===== config.mk =====
export PLATFORM = sky130hd
export DESIGN_NAME = sms_top
export DESIGN_NICKNAME = d
export VERILOG_FILES = /design/src/hw/sms_pkg.sv /design/src/hw/sms_clkdiv.sv /design/src/hw/sms_sync.sv /design/src/hw/sms_top.sv
export SDC_FILE = /design/constraint.sdc
export NUM_CORES = 1
export LEC_CHECK = 0
export BUFFER_PORTS_ARGS = -buffer_cell sky130_fd_sc_hd__buf_2
export CORE_MARGIN = 3
export CORE_UTILIZATION = 25
export DETAILED_ROUTE_END_ITERATION = 12
export SYNTH_ARGS = -nofsm -noshare
export SYNTH_HDL_FRONTEND = slang
export SYNTH_SLANG_ARGS = --single-unit

===== constraint.sdc =====
create_clock -name ref_clk -period 2.7 [get_ports ref_clk]
set_input_delay 0.27 -clock ref_clk [delete_from_list [all_inputs] [get_ports ref_clk]]
set_output_delay 0.27 -clock ref_clk [all_outputs]
set_load 0.005 [all_outputs]

===== src/hw/sms_pkg.sv =====
package sms_pkg;

    // Register offsets on the plain register port
    localparam logic [1:0] ADDR_CTRL = 2'h0;
    localparam logic [1:0] ADDR_STAT = 2'h1;
    localparam logic [1:0] ADDR_DATA = 2'h2;
    localparam logic [1:0] ADDR_DIR = 2'h3;

    // serial_control_reg fields
    localparam int CTRL_IRQ_EN = 7;
    localparam int CTRL_ENABLE = 6;
    localparam int CTRL_ORDER = 5;
    localparam int CTRL_MASTER = 4;
    localparam int CTRL_CLOCK_IDLE_LEVEL = 3;
    localparam int CTRL_CLOCK_SAMPLE_EDGE = 2;
    localparam int CTRL_RATE_HI = 1;
    localparam int CTRL_RATE_LO = 0;

    // serial_status_reg fields
    localparam int STAT_DONE = 7;
    localparam int STAT_WRITE_COLLISION_FLAG = 6;
    localparam int STAT_DBL = 0;

    // Pin direction register fields
    localparam int DIR_MOSI = 0;
    localparam int DIR_MISO = 1;
    localparam int DIR_SCK = 2;
    localparam int DIR_SS = 3;
    localparam int DIR_SS_LEVEL = 4;

    localparam logic [7:0] CTRL_RESET = 8'h00;
    localparam logic [7:0] DIR_RESET = 8'h10;
    localparam logic [7:0] DATA_RESET = 8'h00;

    // Half periods of the master clock in system cycles, index {dbl, rate}
    localparam logic [6:0] HALF_DIV4 = 7'h02;
    localparam logic [6:0] HALF_DIV16 = 7'h08;
    localparam logic [6:0] HALF_DIV64 = 7'h20;
    localparam logic [6:0] HALF_DIV128 = 7'h40;
    localparam logic [6:0] HALF_DIV2 = 7'h01;
    localparam logic [6:0] HALF_DIV8 = 7'h04;
    localparam logic [6:0] HALF_DIV32 = 7'h10;

    // Clock edges in one byte, and pipeline depth of the input synchroniser
    localparam logic [4:0] EDGES_PER_BYTE = 5'h10;
    localparam int SYNC_DEPTH = 2;

    typedef enum logic [1:0] {
        SMS_M_IDLE = 2'b01,
        SMS_M_RUN = 2'b10
    } sms_mstate_t;

endpackage : sms_pkg


===== src/hw/sms_clkdiv.sv =====
`timescale 1ns/1ps
`default_nettype none

module sms_clkdiv (
    input wire logic ref_clk,
    input wire logic rst,
    input wire logic run,
    input wire logic dbl,
    input wire logic [1:0] rate,
    output logic tick
);

    logic [6:0] half;
    logic [6:0] cnt_q;

    always_comb begin
        unique case ({dbl, rate})
            3'b000: half = sms_pkg::HALF_DIV4;
            3'b001: half = sms_pkg::HALF_DIV16;
            3'b010: half = sms_pkg::HALF_DIV64;
            3'b011: half = sms_pkg::HALF_DIV128;
            3'b100: half = sms_pkg::HALF_DIV2;
            3'b101: half = sms_pkg::HALF_DIV8;
            3'b110: half = sms_pkg::HALF_DIV32;
            3'b111: half = sms_pkg::HALF_DIV64;
        endcase
    end

    // One-cycle enable per half period of the serial clock
    always_ff @(posedge ref_clk or posedge rst) begin
        if (rst) begin
            cnt_q <= 7'h00;
            tick <= 1'b0;
        end else if (!run) begin
            cnt_q <= 7'h00;
            tick <= 1'b0;
        end else if (cnt_q == half - 7'h01) begin
            cnt_q <= 7'h00;
            tick <= 1'b1;
        end else begin
            cnt_q <= cnt_q + 7'h01;
            tick <= 1'b0;
        end
    end

endmodule : sms_clkdiv

`default_nettype wire


===== src/hw/sms_sync.sv =====
`timescale 1ns/1ps
`default_nettype none

module sms_sync #(
    parameter int WIDTH = 4
) (
    input wire logic ref_clk,
    input wire logic rst,
    input wire logic [WIDTH-1:0] async_in,
    output logic [WIDTH-1:0] sync_out
);

    logic [WIDTH-1:0] meta_q;

    // Constant reset values; the first stage feeds only the second
    always_ff @(posedge ref_clk or posedge rst) begin
        if (rst) begin
            meta_q <= '0;
            sync_out <= '0;
        end else begin
            meta_q <= async_in;
            sync_out <= meta_q;
        end
    end

endmodule : sms_sync

`default_nettype wire


===== src/hw/sms_top.sv =====
`timescale 1ns/1ps
`default_nettype none

module sms_top (
    input wire logic ref_clk,
    input wire logic rst,
    input wire logic [1:0] addr,
    input wire logic [7:0] wdata,
    input wire logic wr,
    input wire logic rd,
    output logic [7:0] rdata,
    input wire logic sck_in,
    output logic sck_out,
    output logic sck_oe,
    input wire logic mosi_in,
    output logic mosi_out,
    output logic mosi_oe,
    input wire logic miso_in,
    output logic miso_out,
    output logic miso_oe,
    input wire logic ss_n_in,
    output logic ss_n_out,
    output logic ss_n_oe,
    output logic irq
);

    ////////////////////////////////////////////////////////////////////////////
    // Registers and pin inputs

    logic [7:0] ctrl_q;
    logic [7:0] dir_q;
    logic dbl_q;
    logic done_q;
    logic write_collision_flag_q;
    logic armed_q;
    logic [7:0] tx_q;
    logic [7:0] rx_sh_q;
    logic [7:0] rx_buf_q;
    logic [2:0] bit_cnt_q;
    logic [2:0] tx_idx_q;
    logic dout_q;
    logic sck_q;
    logic [4:0] edge_cnt_q;
    logic got_q;
    logic [sms_pkg::SYNC_DEPTH:0] samp_pipe_q;
    logic s_sck_prev_q;
    sms_pkg::sms_mstate_t mstate_q;

    logic [3:0] pins_sync;
    logic s_sck;
    logic s_mosi;
    logic s_miso;
    logic s_ss_n;

    sms_sync #(.WIDTH(4)) u_sync (
        .ref_clk(ref_clk),
        .rst(rst),
        .async_in({sck_in, mosi_in, miso_in, ss_n_in}),
        .sync_out(pins_sync)
    );

    assign s_sck = pins_sync[3];
    assign s_mosi = pins_sync[2];
    assign s_miso = pins_sync[1];
    assign s_ss_n = pins_sync[0];

    ////////////////////////////////////////////////////////////////////////////
    // Decode

    logic enabled;
    logic is_master;
    logic clock_idle_level;
    logic clock_sample_edge;
    logic lsb_first;
    logic wr_ctrl;
    logic wr_stat;
    logic wr_data;
    logic wr_dir;
    logic rd_stat;
    logic data_access;
    logic slave_sel;
    logic busy;
    logic mode_fault;
    logic div_tick;
    logic tick;
    logic leading;
    logic m_setup;
    logic m_sample;
    logic s_edge;
    logic s_leading;
    logic s_setup;
    logic s_sample;
    logic shift_in;
    logic in_bit;
    logic [7:0] rx_next;
    logic byte_in;
    logic m_finish;
    logic start;
    logic done_set;
    logic cur_bit0;
    logic cur_bit;

    assign enabled = ctrl_q[sms_pkg::CTRL_ENABLE];
    assign is_master = ctrl_q[sms_pkg::CTRL_MASTER];
    assign clock_idle_level = ctrl_q[sms_pkg::CTRL_CLOCK_IDLE_LEVEL];
    assign clock_sample_edge = ctrl_q[sms_pkg::CTRL_CLOCK_SAMPLE_EDGE];
    assign lsb_first = ctrl_q[sms_pkg::CTRL_ORDER];

    assign wr_ctrl = wr && addr == sms_pkg::ADDR_CTRL;
    assign wr_stat = wr && addr == sms_pkg::ADDR_STAT;
    assign wr_data = wr && addr == sms_pkg::ADDR_DATA;
    assign wr_dir = wr && addr == sms_pkg::ADDR_DIR;
    assign rd_stat = rd && addr == sms_pkg::ADDR_STAT;
    assign data_access = (wr || rd) && addr == sms_pkg::ADDR_DATA;

    // Slave is active only while its select is low
    assign slave_sel = enabled && !is_master && !s_ss_n;
    assign busy = is_master ? (mstate_q == sms_pkg::SMS_M_RUN)
                            : (slave_sel && bit_cnt_q != 3'h0);
    assign mode_fault = enabled && is_master && !dir_q[sms_pkg::DIR_SS] && !s_ss_n;
    assign start = wr_data && enabled && is_master && !busy && !mode_fault;

    // Master edges: leading edge leaves the idle level
    assign leading = (sck_q == clock_idle_level);
    assign m_setup = tick && (leading == clock_sample_edge);
    assign m_sample = tick && (leading != clock_sample_edge);

    // Slave edges from the second synchroniser stage only
    assign s_edge = slave_sel && (s_sck != s_sck_prev_q);
    assign s_leading = (s_sck_prev_q == clock_idle_level);
    assign s_setup = s_edge && (s_leading == clock_sample_edge);
    assign s_sample = s_edge && (s_leading != clock_sample_edge);

    // Master waits out its own pin register and the synchroniser, so at the
    // fastest rate it still takes the bit from before the next setup edge
    assign shift_in = is_master ? samp_pipe_q[sms_pkg::SYNC_DEPTH] : s_sample;
    assign in_bit = is_master ? s_miso : s_mosi;
    assign rx_next = lsb_first ? {in_bit, rx_sh_q[7:1]} : {rx_sh_q[6:0], in_bit};
    assign byte_in = enabled && shift_in && bit_cnt_q == 3'h7;

    assign m_finish = mstate_q == sms_pkg::SMS_M_RUN && edge_cnt_q == sms_pkg::EDGES_PER_BYTE
                      && got_q && samp_pipe_q == '0;
    assign done_set = m_finish || (!is_master && byte_in) || mode_fault;

    assign cur_bit0 = lsb_first ? tx_q[0] : tx_q[7];
    assign cur_bit = lsb_first ? tx_q[tx_idx_q] : tx_q[3'h7 - tx_idx_q];

    // Divider output is registered; gate it so no seventeenth edge slips out
    assign tick = div_tick && mstate_q == sms_pkg::SMS_M_RUN
                  && edge_cnt_q != sms_pkg::EDGES_PER_BYTE;

    sms_clkdiv u_div (
        .ref_clk(ref_clk),
        .rst(rst),
        .run(mstate_q == sms_pkg::SMS_M_RUN && edge_cnt_q != sms_pkg::EDGES_PER_BYTE),
        .dbl(dbl_q),
        .rate({ctrl_q[sms_pkg::CTRL_RATE_HI], ctrl_q[sms_pkg::CTRL_RATE_LO]}),
        .tick(div_tick)
    );

    ////////////////////////////////////////////////////////////////////////////
    // Control and direction registers

    always_ff @(posedge ref_clk or posedge rst) begin
        if (rst) begin
            ctrl_q <= sms_pkg::CTRL_RESET;
        end else if (wr_ctrl) begin
            ctrl_q <= wdata;
        end else if (mode_fault) begin
            ctrl_q[sms_pkg::CTRL_MASTER] <= 1'b0;
        end
    end

    always_ff @(posedge ref_clk or posedge rst) begin
        if (rst) begin
            dir_q <= sms_pkg::DIR_RESET;
            dbl_q <= 1'b0;
        end else begin
            if (wr_dir) begin
                dir_q <= wdata;
            end
            if (wr_stat) begin
                dbl_q <= wdata[sms_pkg::STAT_DBL];
            end
        end
    end

    ////////////////////////////////////////////////////////////////////////////
    // Flags: a set in the clearing cycle wins

    always_ff @(posedge ref_clk or posedge rst) begin
        if (rst) begin
            done_q <= 1'b0;
            write_collision_flag_q <= 1'b0;
            armed_q <= 1'b0;
        end else begin
            if (rd_stat) begin
                armed_q <= done_q || write_collision_flag_q;
            end else if (data_access) begin
                armed_q <= 1'b0;
            end
            if (done_set) begin
                done_q <= 1'b1;
            end else if (armed_q && data_access) begin
                done_q <= 1'b0;
            end
            if (wr_data && busy) begin
                write_collision_flag_q <= 1'b1;
            end else if (armed_q && data_access) begin
                write_collision_flag_q <= 1'b0;
            end
        end
    end

    // Level interrupt: done flag gated by the interrupt enable, registered one cycle late
    always_ff @(posedge ref_clk or posedge rst) begin
        if (rst) begin
            irq <= 1'b0;
        end else begin
            irq <= done_q && ctrl_q[sms_pkg::CTRL_IRQ_EN];
        end
    end

    ////////////////////////////////////////////////////////////////////////////
    // Master sequencer

    always_ff @(posedge ref_clk or posedge rst) begin
        if (rst) begin
            mstate_q <= sms_pkg::SMS_M_IDLE;
            edge_cnt_q <= 5'h00;
            sck_q <= 1'b0;
            got_q <= 1'b0;
        end else if (!enabled || !is_master || mode_fault) begin
            mstate_q <= sms_pkg::SMS_M_IDLE;
            edge_cnt_q <= 5'h00;
            sck_q <= clock_idle_level;
            got_q <= 1'b0;
        end else begin
            unique case (mstate_q)
                sms_pkg::SMS_M_IDLE: begin
                    sck_q <= clock_idle_level;
                    if (start) begin
                        mstate_q <= sms_pkg::SMS_M_RUN;
                        edge_cnt_q <= 5'h00;
                        got_q <= 1'b0;
                    end
                end
                sms_pkg::SMS_M_RUN: begin
                    if (tick) begin
                        sck_q <= ~sck_q;
                        edge_cnt_q <= edge_cnt_q + 5'h01;
                    end
                    if (byte_in) begin
                        got_q <= 1'b1;
                    end
                    if (m_finish) begin
                        mstate_q <= sms_pkg::SMS_M_IDLE;
                    end
                end
            endcase
        end
    end

    always_ff @(posedge ref_clk or posedge rst) begin
        if (rst) begin
            samp_pipe_q <= '0;
        end else begin
            samp_pipe_q <= {samp_pipe_q[sms_pkg::SYNC_DEPTH-1:0], m_sample && is_master};
        end
    end

    ////////////////////////////////////////////////////////////////////////////
    // Transmit side: single buffer, bit pointer moves on setup edges

    always_ff @(posedge ref_clk or posedge rst) begin
        if (rst) begin
            tx_q <= sms_pkg::DATA_RESET;
            tx_idx_q <= 3'h0;
            dout_q <= 1'b0;
        end else if (wr_data && enabled && !busy && !mode_fault) begin
            tx_q <= wdata;
            if (!clock_sample_edge) begin
                dout_q <= lsb_first ? wdata[0] : wdata[7];
                tx_idx_q <= 3'h1;
            end else begin
                tx_idx_q <= 3'h0;
            end
        end else if (!enabled || (!is_master && s_ss_n)) begin
            // Deselected slave holds its first bit ready
            dout_q <= cur_bit0;
            tx_idx_q <= clock_sample_edge ? 3'h0 : 3'h1;
        end else if ((is_master && m_setup) || (!is_master && s_setup)) begin
            dout_q <= cur_bit;
            tx_idx_q <= tx_idx_q + 3'h1;
        end
    end

    ////////////////////////////////////////////////////////////////////////////
    // Receive side: shifter plus a buffer overwritten only by a full byte

    always_ff @(posedge ref_clk or posedge rst) begin
        if (rst) begin
            rx_sh_q <= 8'h00;
            bit_cnt_q <= 3'h0;
            s_sck_prev_q <= 1'b0;
        end else begin
            s_sck_prev_q <= s_sck;
            if (!enabled || (!is_master && s_ss_n) || start) begin
                bit_cnt_q <= 3'h0;
            end else if (shift_in) begin
                rx_sh_q <= rx_next;
                bit_cnt_q <= bit_cnt_q + 3'h1;
            end
        end
    end

    always_ff @(posedge ref_clk or posedge rst) begin
        if (rst) begin
            rx_buf_q <= 8'h00;
        end else if (byte_in) begin
            rx_buf_q <= rx_next;
        end
    end

    ////////////////////////////////////////////////////////////////////////////
    // Read port: data one cycle after the strobe, zero otherwise

    always_ff @(posedge ref_clk or posedge rst) begin
        if (rst) begin
            rdata <= 8'h00;
        end else if (rd) begin
            unique case (addr)
                sms_pkg::ADDR_CTRL: rdata <= ctrl_q;
                sms_pkg::ADDR_STAT: rdata <= {done_q, write_collision_flag_q, 5'h00, dbl_q};
                sms_pkg::ADDR_DATA: rdata <= rx_buf_q;
                sms_pkg::ADDR_DIR: rdata <= dir_q;
            endcase
        end else begin
            rdata <= 8'h00;
        end
    end

    ////////////////////////////////////////////////////////////////////////////
    // Pin drivers; select is only ever driven from software's level

    always_ff @(posedge ref_clk or posedge rst) begin
        if (rst) begin
            sck_out <= 1'b0;
            sck_oe <= 1'b0;
            mosi_out <= 1'b0;
            mosi_oe <= 1'b0;
            miso_out <= 1'b0;
            miso_oe <= 1'b0;
            ss_n_out <= 1'b1;
            ss_n_oe <= 1'b0;
        end else begin
            sck_out <= sck_q;
            mosi_out <= dout_q;
            miso_out <= dout_q;
            ss_n_out <= dir_q[sms_pkg::DIR_SS_LEVEL];
            if (enabled && is_master) begin
                sck_oe <= dir_q[sms_pkg::DIR_SCK];
                mosi_oe <= dir_q[sms_pkg::DIR_MOSI];
                miso_oe <= 1'b0;
                ss_n_oe <= dir_q[sms_pkg::DIR_SS];
            end else if (enabled) begin
                sck_oe <= 1'b0;
                mosi_oe <= 1'b0;
                ss_n_oe <= 1'b0;
                miso_oe <= dir_q[sms_pkg::DIR_MISO] && slave_sel;
            end else begin
                sck_oe <= 1'b0;
                mosi_oe <= 1'b0;
                miso_oe <= 1'b0;
                ss_n_oe <= 1'b0;
            end
        end
    end

endmodule : sms_top

`default_nettype wire


Word level (Yosys, flattened, before mapping) --
Memory sizes are Yosys's and may differ from the RTL's. Index checks and enable logic that the tools add are counted.
Storage, ports and cells: bits of input ports 18, word-level logic and storage cells 187, register bits after elaboration 96, output and inout bits 17, memories kept 1, memory bits (read-only) 56
Operators by class: $lt $le $gt $ge 2, eq/ne operators 21, reduce and logical (&&, ||, !) cells 69, mux-type cells 54, add/subtract/negate cells 6, bitwise gates (word level) 2
Memory list:
- (name not given) | depth 8, bits a word 7, rd ports 1, clocked after memory_dff 0, write ports 0, RTL line sms_clkdiv.sv:17 | unique case ({dbl, rate})
Operators with widths (count):
- logical AND 1 bit | 40
- two-way mux 1 bit | 32
- one-hot mux 8 bit (4 select lines) | 1
- two-way mux 8 bit | 2
- two-way mux 3 bit | 5
- two-way mux 5 bit | 3
- two-way mux 7 bit | 2
- one-hot mux 5 bit (2 select lines) | 1
- AND reduction 2 bit | 5
- nonzero test 2 bit | 5
- logical OR 1 bit | 9
- inequality test 3 x 2 -> 1 bit (second input constant) | 3
- < comparator 3 x 4 -> 1 bit (second input constant) | 2
- adder 7 x 1 -> 7 bit (second input constant) | 1
- == test 7 bit | 1
- subtractor 7 x 1 -> 7 bit (second input constant) | 1
- adder 3 x 1 -> 3 bit (second input constant) | 2
- binary-select mux 1 bit (select 3 bit) | 2
- == test 2 bit (second input constant) | 3
- zero test 1 bit | 6
- two-way mux 2 bit | 3
- nonzero test 3 bit | 2
- adder 5 x 1 -> 5 bit (second input constant) | 1
- == test 5 bit (second input constant) | 1
- 13 further kinds | 21

Logic depth before layout (Yosys ltp) --
Gate-level depths: netlist of the first run.
word-level depth 12, depth in mapped cells 10, depth with buffers taken out 8

By module --
From an unflattened synthesis of the first run, not the netlist that was laid out.
Unflattened totals: cell total of the unflattened synthesis 384, area, all modules 4669.5 um2
By module, submodules not included:
- sms_top | area an instance 3806.2 um2, cells each 309, times used 1
- sms_clkdiv | area an instance 659.4 um2, cells each 66, times used 1
- sms_sync | area an instance 203.9 um2, cells each 9, times used 1

Worst setup path after synthesis of the first run --
No wires, ideal clock.
path type reg-to-reg, from reg dbl_q, to reg u_div.tick, clock period less this slack 2.506 ns, buffers on the path 2, cell stages (with the launch flop) 10, setup slack 0.194 ns, data required time 2.633 ns, data arrival time 2.439 ns, cell sequence dfrtp_1 buf_2 or3_1 ha_1 buf_6 or3_4 a21oi_2 a211oi_1 a2111oi_4 and2_1
On the way: longest elaborated chain between the ends 5
Ends and longest elaborated chain:
- from (decl) | RTL line sms_top.sv:32 | logic dbl_q;
- from (signal assigned) | RTL line sms_top.sv:183 | dbl_q <= wdata[sms_pkg::STAT_DBL];
- memory read (8 x 7 bit)
- subtractor 7 x 1 -> 7 bit | RTL line sms_clkdiv.sv:37 | end else if (cnt_q == half - 7'h01) begin
- == test 7 bit | RTL line sms_clkdiv.sv:37
- two-way mux 1 bit | RTL line sms_clkdiv.sv:37
- two-way mux 1 bit | RTL line sms_clkdiv.sv:34 | end else if (!run) begin
- to (signal assigned) | RTL line sms_clkdiv.sv:33 | tick <= 1'b0;
- to (signal assigned) | RTL line sms_clkdiv.sv:36 | tick <= 1'b0;
- to (signal assigned) | RTL line sms_clkdiv.sv:39 | tick <= 1'b1;
- to (decl) | RTL line sms_clkdiv.sv:10 | output logic tick
Every way passes these cells. A chain may end at the register's enable or synchronous reset.

Worst setup path after layout of the first run --
from reg ctrl_q[1], to reg u_div.tick
On the way: longest elaborated chain between the ends 5
Ends and longest elaborated chain:
- from (decl) | RTL line sms_top.sv:30 | logic [7:0] ctrl_q;
- from (signal assigned) | RTL line sms_top.sv:166 | ctrl_q <= sms_pkg::CTRL_RESET;
- from (signal assigned) | RTL line sms_top.sv:168 | ctrl_q <= wdata;
- memory read (8 x 7 bit)
- subtractor 7 x 1 -> 7 bit | RTL line sms_clkdiv.sv:37
- == test 7 bit | RTL line sms_clkdiv.sv:37
- two-way mux 1 bit | RTL line sms_clkdiv.sv:37
- two-way mux 1 bit | RTL line sms_clkdiv.sv:34
Every way passes these cells.

==> results.yml, run 1 <==
layout:
  seq_area_mm2: 0.00241
  drive_gt1_share_pct: 30.0
  utilization_pct: 29.9
  final_cell_count_no_fill: 662
  diodes: 0
  syn_to_final_growth_pct: 15.9
  multiInputGateArea_mm2: 0.00209
  nFillCells: 1878
  fin_area_mm2: 0.00542
  fin_nets: 454
timing:
  finalWorstSetupSlack_ns: 0.179
  final-setup-viol-count: 0
  whs_ns: 0.0250
  fmax_mhz: 397
  rsz0062_at_grt: "no"
  drv_slew: 0
  finalCriticalPeriod_ns: 2.52
  hold_violations: 0
  fin_crit_sh_pct: 93.4
  tightest_slew_ns: 0.868
  max_slew_margin_pct: 42.0
  fin_skew_ns: 0.00662
  finalSetupTns_ns: 0
synthesis:
  synth_xor_area_share_pct: 2.41
  synth_top_family_by_area: "multiplexers"
  ys.flop_type: "dfrtp_1"
  synth_compound_area_share_pct: 10.0
  synth_simple_gate_area_share_pct: 12.1
  synthArstFlopShare_pct: 100
  synth_top_area_share_pct: 49.7
  synth_cell_types: 64
  syn_nets: 415
  synth_area_leaders: "dfrtp_1 (50%), mux2_2 (11%), mux2i_1 (3.0%)"
  ys_ff_latch: 96
  syn_inst: 389
  avgSynthCellArea_um2: 12.0
  syn-cell-area_mm2: 0.00468
  synth_top_cells_by_count: "dfrtp_1 (93), mux2_2 (44), nor2_1 (21)"
  synth.most_common_cell: "dfrtp_1"
  synth_edf_count: 0
  synth_top_cell_by_area: "dfrtp_1"
  yosys_warnings: 0
  synth-adder-area-share_pct: 2.14
  synth-seq-area-share_pct: 51.4
  synthMuxAreaShare_pct: 18.1
critical_path:
  ff2ff_path_depth: 9
  reg2reg_to: "u_div.tick$_DFF_PP0_"
  cp.arrival_ns: 2.80
  endpoint_kind: "flop"
  worstReg2RegStart: "ctrl_q[1]$_DFFE_PP0P_"
  critical_path_class: "flop to flop"
  critPathRequiredTime_ns: 2.98
  crit_path_start: "ctrl_q[1]$_DFFE_PP0P_"
  cp_max_fo: 10
  r2r_slack_ns: 0.18
  startpoint_type: "flop"
power:
  p_per_area_mw_per_mm2: 686
  power_switching_mw: 1.06
  p_int_mw: 2.66
  pwr-share-clk_pct: 32.1
  total_power_mw: 3.72
  ir_drop_v: 0.000467
  leakage_nw: 2.47
  swShare_pct: 28.5
  power.combinational.fraction_pct: 19.7
  sequentialPowerShare_pct: 48.3
drt:
  via_per_inst: 4.71
  drt_iter0_drc: 237
  routedWlPerCell_um: 15.6
  ant_nets: 0
  vias: 3121
  drt_drc_violations_left: 0
  routed_wl_mm: 10.3
  first_pass_iters: 4
die:
  core-area_mm2: 0.0181
  floorplan.initialDensity_pct: 25.8
  io_pins: 35
  rows: 49
  die_x_um: 143
  fp.dieH_um: 143
  die_area_mm2: 0.0204
clock_network:
  clkSinkCount: 96
  cts_inserted_buffers: 9
  cts_hold_buf: 0
  cts_root_buf: "clkbuf_16"
  cts_resized: 0
  clk_pin_slew_ns: 0.06
  cts_max_path_buffers: 2
  htreeDepth: 3
  cts_tree: "built"
  clock_latency_ns: 0.35
  cts_setup_buffers: 0
grt:
  grt_first_pass_wirelength_mm: 17.1
  gr-usage-all-layers_pct: 10.7
  grt_pass1_vias: 3212
  gr-total-overflow: 0
  grt_max_degree: 39
  antenna_found_initial: 0
hold_path:
  min_path_type: "input port to flop"
  whs_path_depth: 1
  hold_start: "miso_in"
  holdPathEnd: "u_sync.meta_q[1]$_DFF_PP0_"
placement:
  dp_hpwl_mm: 7.61
  numPortBuffers: 34
  gp_congestion: 0.787
  place_inst: 646
  dpl_cell_area_mm2: 0.00514
  dp_slack_ns: 0.182
outcome:
  status: "completed"
run:
  maxCapViolCount: 0
## worst max-delay path, cell delays in order (launching register included)
cell and delay (ns):
dfrtp_1 0.39, buf_4 0.17, inv_1 0.11, nand3_1 0.09
ha_1 0.31, or3_4 0.42, a21oi_2 0.13, a211oi_1 0.08
a2111oi_4 0.56, and2_1 0.19
## routing by layer
layer | track usage [%] | share of wire (%)
met1 | 14.4 | 46
met2 | 16.8 | 48
met3 | 2.78 | 4.0
met4 | 3.15 | 1.2
met5 | 0 | 0
## power by group through the flow
| stage | logic (mW) | registers (mW) | clock network [mW] |
|---|---|---|---|
| floorplan | 0.575 | 1.75 | 0 |
| global placement | 0.717 | 1.81 | 0 |
| detailed placement | 0.733 | 1.82 | 0 |
| CTS | 0.737 | 1.80 | 1.23 |
| global route | 0.809 | 1.82 | 1.30 |
| finish | 0.731 | 1.80 | 1.19 |
## worst max path at each step
| stage | to | slack [ns] |
|---|---|---|
| floorplan | u_div.tick$_DFF_PP0_ | 0.19 |
| global placement | u_div.tick$_DFF_PP0_ | 0.24 |
| detailed placement | u_div.cnt_q[3]$_DFF_PP0_ | 0.18 |
| CTS | u_div.cnt_q[3]$_DFF_PP0_ | 0.17 |
| global route | u_div.cnt_q[3]$_DFF_PP0_ | 0.01 |
| finish | u_div.tick$_DFF_PP0_ | 0.18 |
## logic make-up after synthesis
logic type      after synthesis
buf+inv                      37
fa+ha+maj                     8
xor+xnor                     12
simple gates                102
mux                          70
flops                        96
compound gates               64
## registers in the layout (all words and copies together) (netlist names), 2 cells and up
signal,count
samp_pipe_q,3
tx_q,8
u_sync.meta_q,4
rx_buf_q,8
bit_cnt_q,3
edge_cnt_q,5
rdata,8
ctrl_q,8
tx_idx_q,3
mstate_q,2
rx_sh_q,8
dir_q,8
u_div.cnt_q,7
u_sync.sync_out,4
## layout by cell type (no fill, tap or decap), drive strengths merged, types with 4 or more instances in the layout
cell type  instances
a21boi             4
a21oi             12
a22o               5
a22oi              5
and2               8
and3               8
buf               49
clkbuf            12
dfrtp             93
ha                 8
inv               15
mux2              52
mux2i             14
mux4               4
nand2             20
nand3             12
nor2              21
nor2b              7
nor3b              6
o21ai             15
xnor2             10
## final cells by class
type	instances	area share, %
inverters	16	1.18
flip-flops and latches	96	44.4
well taps	229	5.29
repair buffers	49	5.45
clock inverters	4	0.554
multi-input cells	256	38.6
clock buffers	12	4.55
Note: power is estimated with default switching activity, not from simulation.
==> run 2: changes to the inputs <==
--- a/config.mk
+++ b/config.mk
@@ -9,6 +9,8 @@
 export CORE_MARGIN = 3
 export CORE_UTILIZATION = 25
 export DETAILED_ROUTE_END_ITERATION = 12
+export RECOVER_POWER = 25
 export SYNTH_ARGS = -nofsm -noshare
 export SYNTH_HDL_FRONTEND = slang
 export SYNTH_SLANG_ARGS = --single-unit
+export TNS_END_PERCENT = 50
==> run 2 against run 1 <==
  * The flow now finishes with violations (max-capacitance violations, max-slew violations)
  * Core utilization fell by 0.096 points
  * Sequential cell count did not move
  * Sequential power barely moved
  * Maximum frequency barely moved
  * Total power fell by 0.14%
  * Worst setup slack barely moved
  * Global-route usage did not move
  * Design area fell by 0.32%
  * Clock skew barely moved
  * Final cell count did not move
  * Critical path type unchanged
  * Largest cell class unchanged
==> results.yml, run 2 (synthesis gave the netlist of run 1 again) <==
outcome:
  status: "finished, violations left"
  violations: "max-capacitance violations, max-slew violations"
layout:
  diodes: 0
  drive_gt1_share_pct: 29.8
  layout_common_cells: "dfrtp_1 (93), mux2_2 (44), buf_2 (34), nor2_1 (21), nand2_1 (20)"
  final_cell_count_no_fill: 662
  fin_nets: 454
  final_common_cell: "dfrtp_1"
  utilization_pct: 29.8
  syn_to_final_growth_pct: 15.5
power:
  power_switching_mw: 1.06
  total_power_mw: 3.72
  sequentialPowerShare_pct: 48.3
  p_per_area_mw_per_mm2: 688
  p_int_mw: 2.66
  swShare_pct: 28.5
  leakage_nw: 2.46
  pwr-share-clk_pct: 32.1
  ir_drop_v: 0.000467
  power.combinational.fraction_pct: 19.6
drt:
  via_per_inst: 4.71
  drt_drc_violations_left: 0
  routed_wl_mm: 10.3
  drt_iter0_drc: 236
  routedWlPerCell_um: 15.6
  ant_nets: 0
  first_pass_iters: 4
  vias: 3118
clock_network:
  cts_resized: 0
  cts_inserted_buffers: 9
  htreeDepth: 3
  cts_root_buf: "clkbuf_16"
  clkSinkCount: 96
  cts_setup_buffers: 0
  clock_latency_ns: 0.35
  cts_hold_buf: 0
  cts_max_path_buffers: 2
  clk_pin_slew_ns: 0.07
  cts_tree: "built"
die:
  fp.dieH_um: 143
  core-area_mm2: 0.0181
  die_x_um: 143
  die_area_mm2: 0.0204
  io_pins: 35
  rows: 49
  floorplan.initialDensity_pct: 25.8
timing:
  hold_violations: 0
  max_slew_margin_pct: -15.0
  fmax_mhz: 397
  tightest_slew_ns: 1.72
  fin_crit_sh_pct: 93.4
  final-setup-viol-count: 0
  rsz0062_at_grt: "no"
  drv_slew: 39
  finalWorstSetupSlack_ns: 0.179
  finalSetupTns_ns: 0
  finalCriticalPeriod_ns: 2.52
  fin_skew_ns: 0.00665
placement:
  dp_hpwl_mm: 7.61
  dp_slack_ns: 0.182
  gp_congestion: 0.787
  place_inst: 646
  numPortBuffers: 34
critical_path:
  reg2reg_to: "u_div.tick$_DFF_PP0_"
  slowest_stage: "a2111oi_4"
  r2r_slack_ns: 0.18
  ff2ff_path_depth: 9
  critical_path_class: "flop to flop"
  worstPathCellList: "buf_4 -> inv_1 -> nand3_1 -> ha_1 -> or3_4 -> a21oi_2 -> a211oi_1 -> a2111oi_4 -> and2_1"
  critPathRequiredTime_ns: 2.98
  critPathBufInv: 2
  cp.arrival_ns: 2.80
  worst_path_dominant_cell_family: "compound AO/OA/AOI/OAI gates"
  cp_max_fo: 10
  endpoint_kind: "flop"
  worstReg2RegStart: "ctrl_q[1]$_DFFE_PP0P_"
  path_depth: 9
  cpPeakStageDelay_ns: 0.56
  startpoint_type: "flop"
run:
  maxCapViolCount: 1
grt:
  antenna_found_initial: 0
  gr-usage-all-layers_pct: 10.7
  gr-total-overflow: 0
  grt_pass1_vias: 3212
  grt_max_degree: 39
  grt_first_pass_wirelength_mm: 17.1
hold_path:
  hold_start: "miso_in"
  whs_path_depth: 1
  min_path_type: "input port to flop"
  holdPathEnd: "u_sync.meta_q[1]$_DFF_PP0_"
run 2: metal layers:
layer,vias up,part of all wire (%),track usage (%)
met5,-,0,0
met4,0,1.2,3.15
met3,8,4.0,2.78
met2,52,49,16.8
met1,1577,46,14.4
li1,1481,-,-
run 2: worst max path at each step:
stage                     startpoint                  endpoint  slack (ns)
6_report       ctrl_q[1]$_DFFE_PP0P_      u_div.tick$_DFF_PP0_        0.18
5_1_grt        ctrl_q[1]$_DFFE_PP0P_  u_div.cnt_q[3]$_DFF_PP0_        0.01
4_1_cts        ctrl_q[1]$_DFFE_PP0P_  u_div.cnt_q[3]$_DFF_PP0_        0.17
3_5_place_dp   ctrl_q[1]$_DFFE_PP0P_  u_div.cnt_q[3]$_DFF_PP0_        0.18
3_3_place_gp   ctrl_q[1]$_DFFE_PP0P_      u_div.tick$_DFF_PP0_        0.24
2_1_floorplan      dbl_q$_DFFE_PP0P_      u_div.tick$_DFF_PP0_        0.19
run 2: stage by stage:
| step | hold WS, ns | area, µm² |
|---|---|---|
| 2_1_floorplan | 0.301 | 4680 |
| 3_3_place_gp | 0.333 | 5140 |
| 3_5_place_dp | 0.336 | 5140 |
| 4_1_cts | 0.00685 | 5420 |
| 5_1_grt | 0.0126 | 5400 |
| 6_report | 0.0246 | 5400 |
run 2: power by group through the flow:
stage,logic [mW],registers (mW),clock network (mW)
3_5_place_dp,0.733,1.82,0
2_1_floorplan,0.575,1.75,0
6_report,0.727,1.80,1.19
5_1_grt,0.805,1.82,1.30
4_1_cts,0.737,1.80,1.23
3_3_place_gp,0.717,1.81,0
run 2: cell type report:
cell class | instances | area [µm²]
fill | 1879 | 12700
sequential | 96 | 2410
multi-input combinational | 256 | 2090
tap | 229 | 287
timing repair buffer | 49 | 280
clock buffer | 12 | 246
inverter | 16 | 61.3
clock inverter | 4 | 30.0
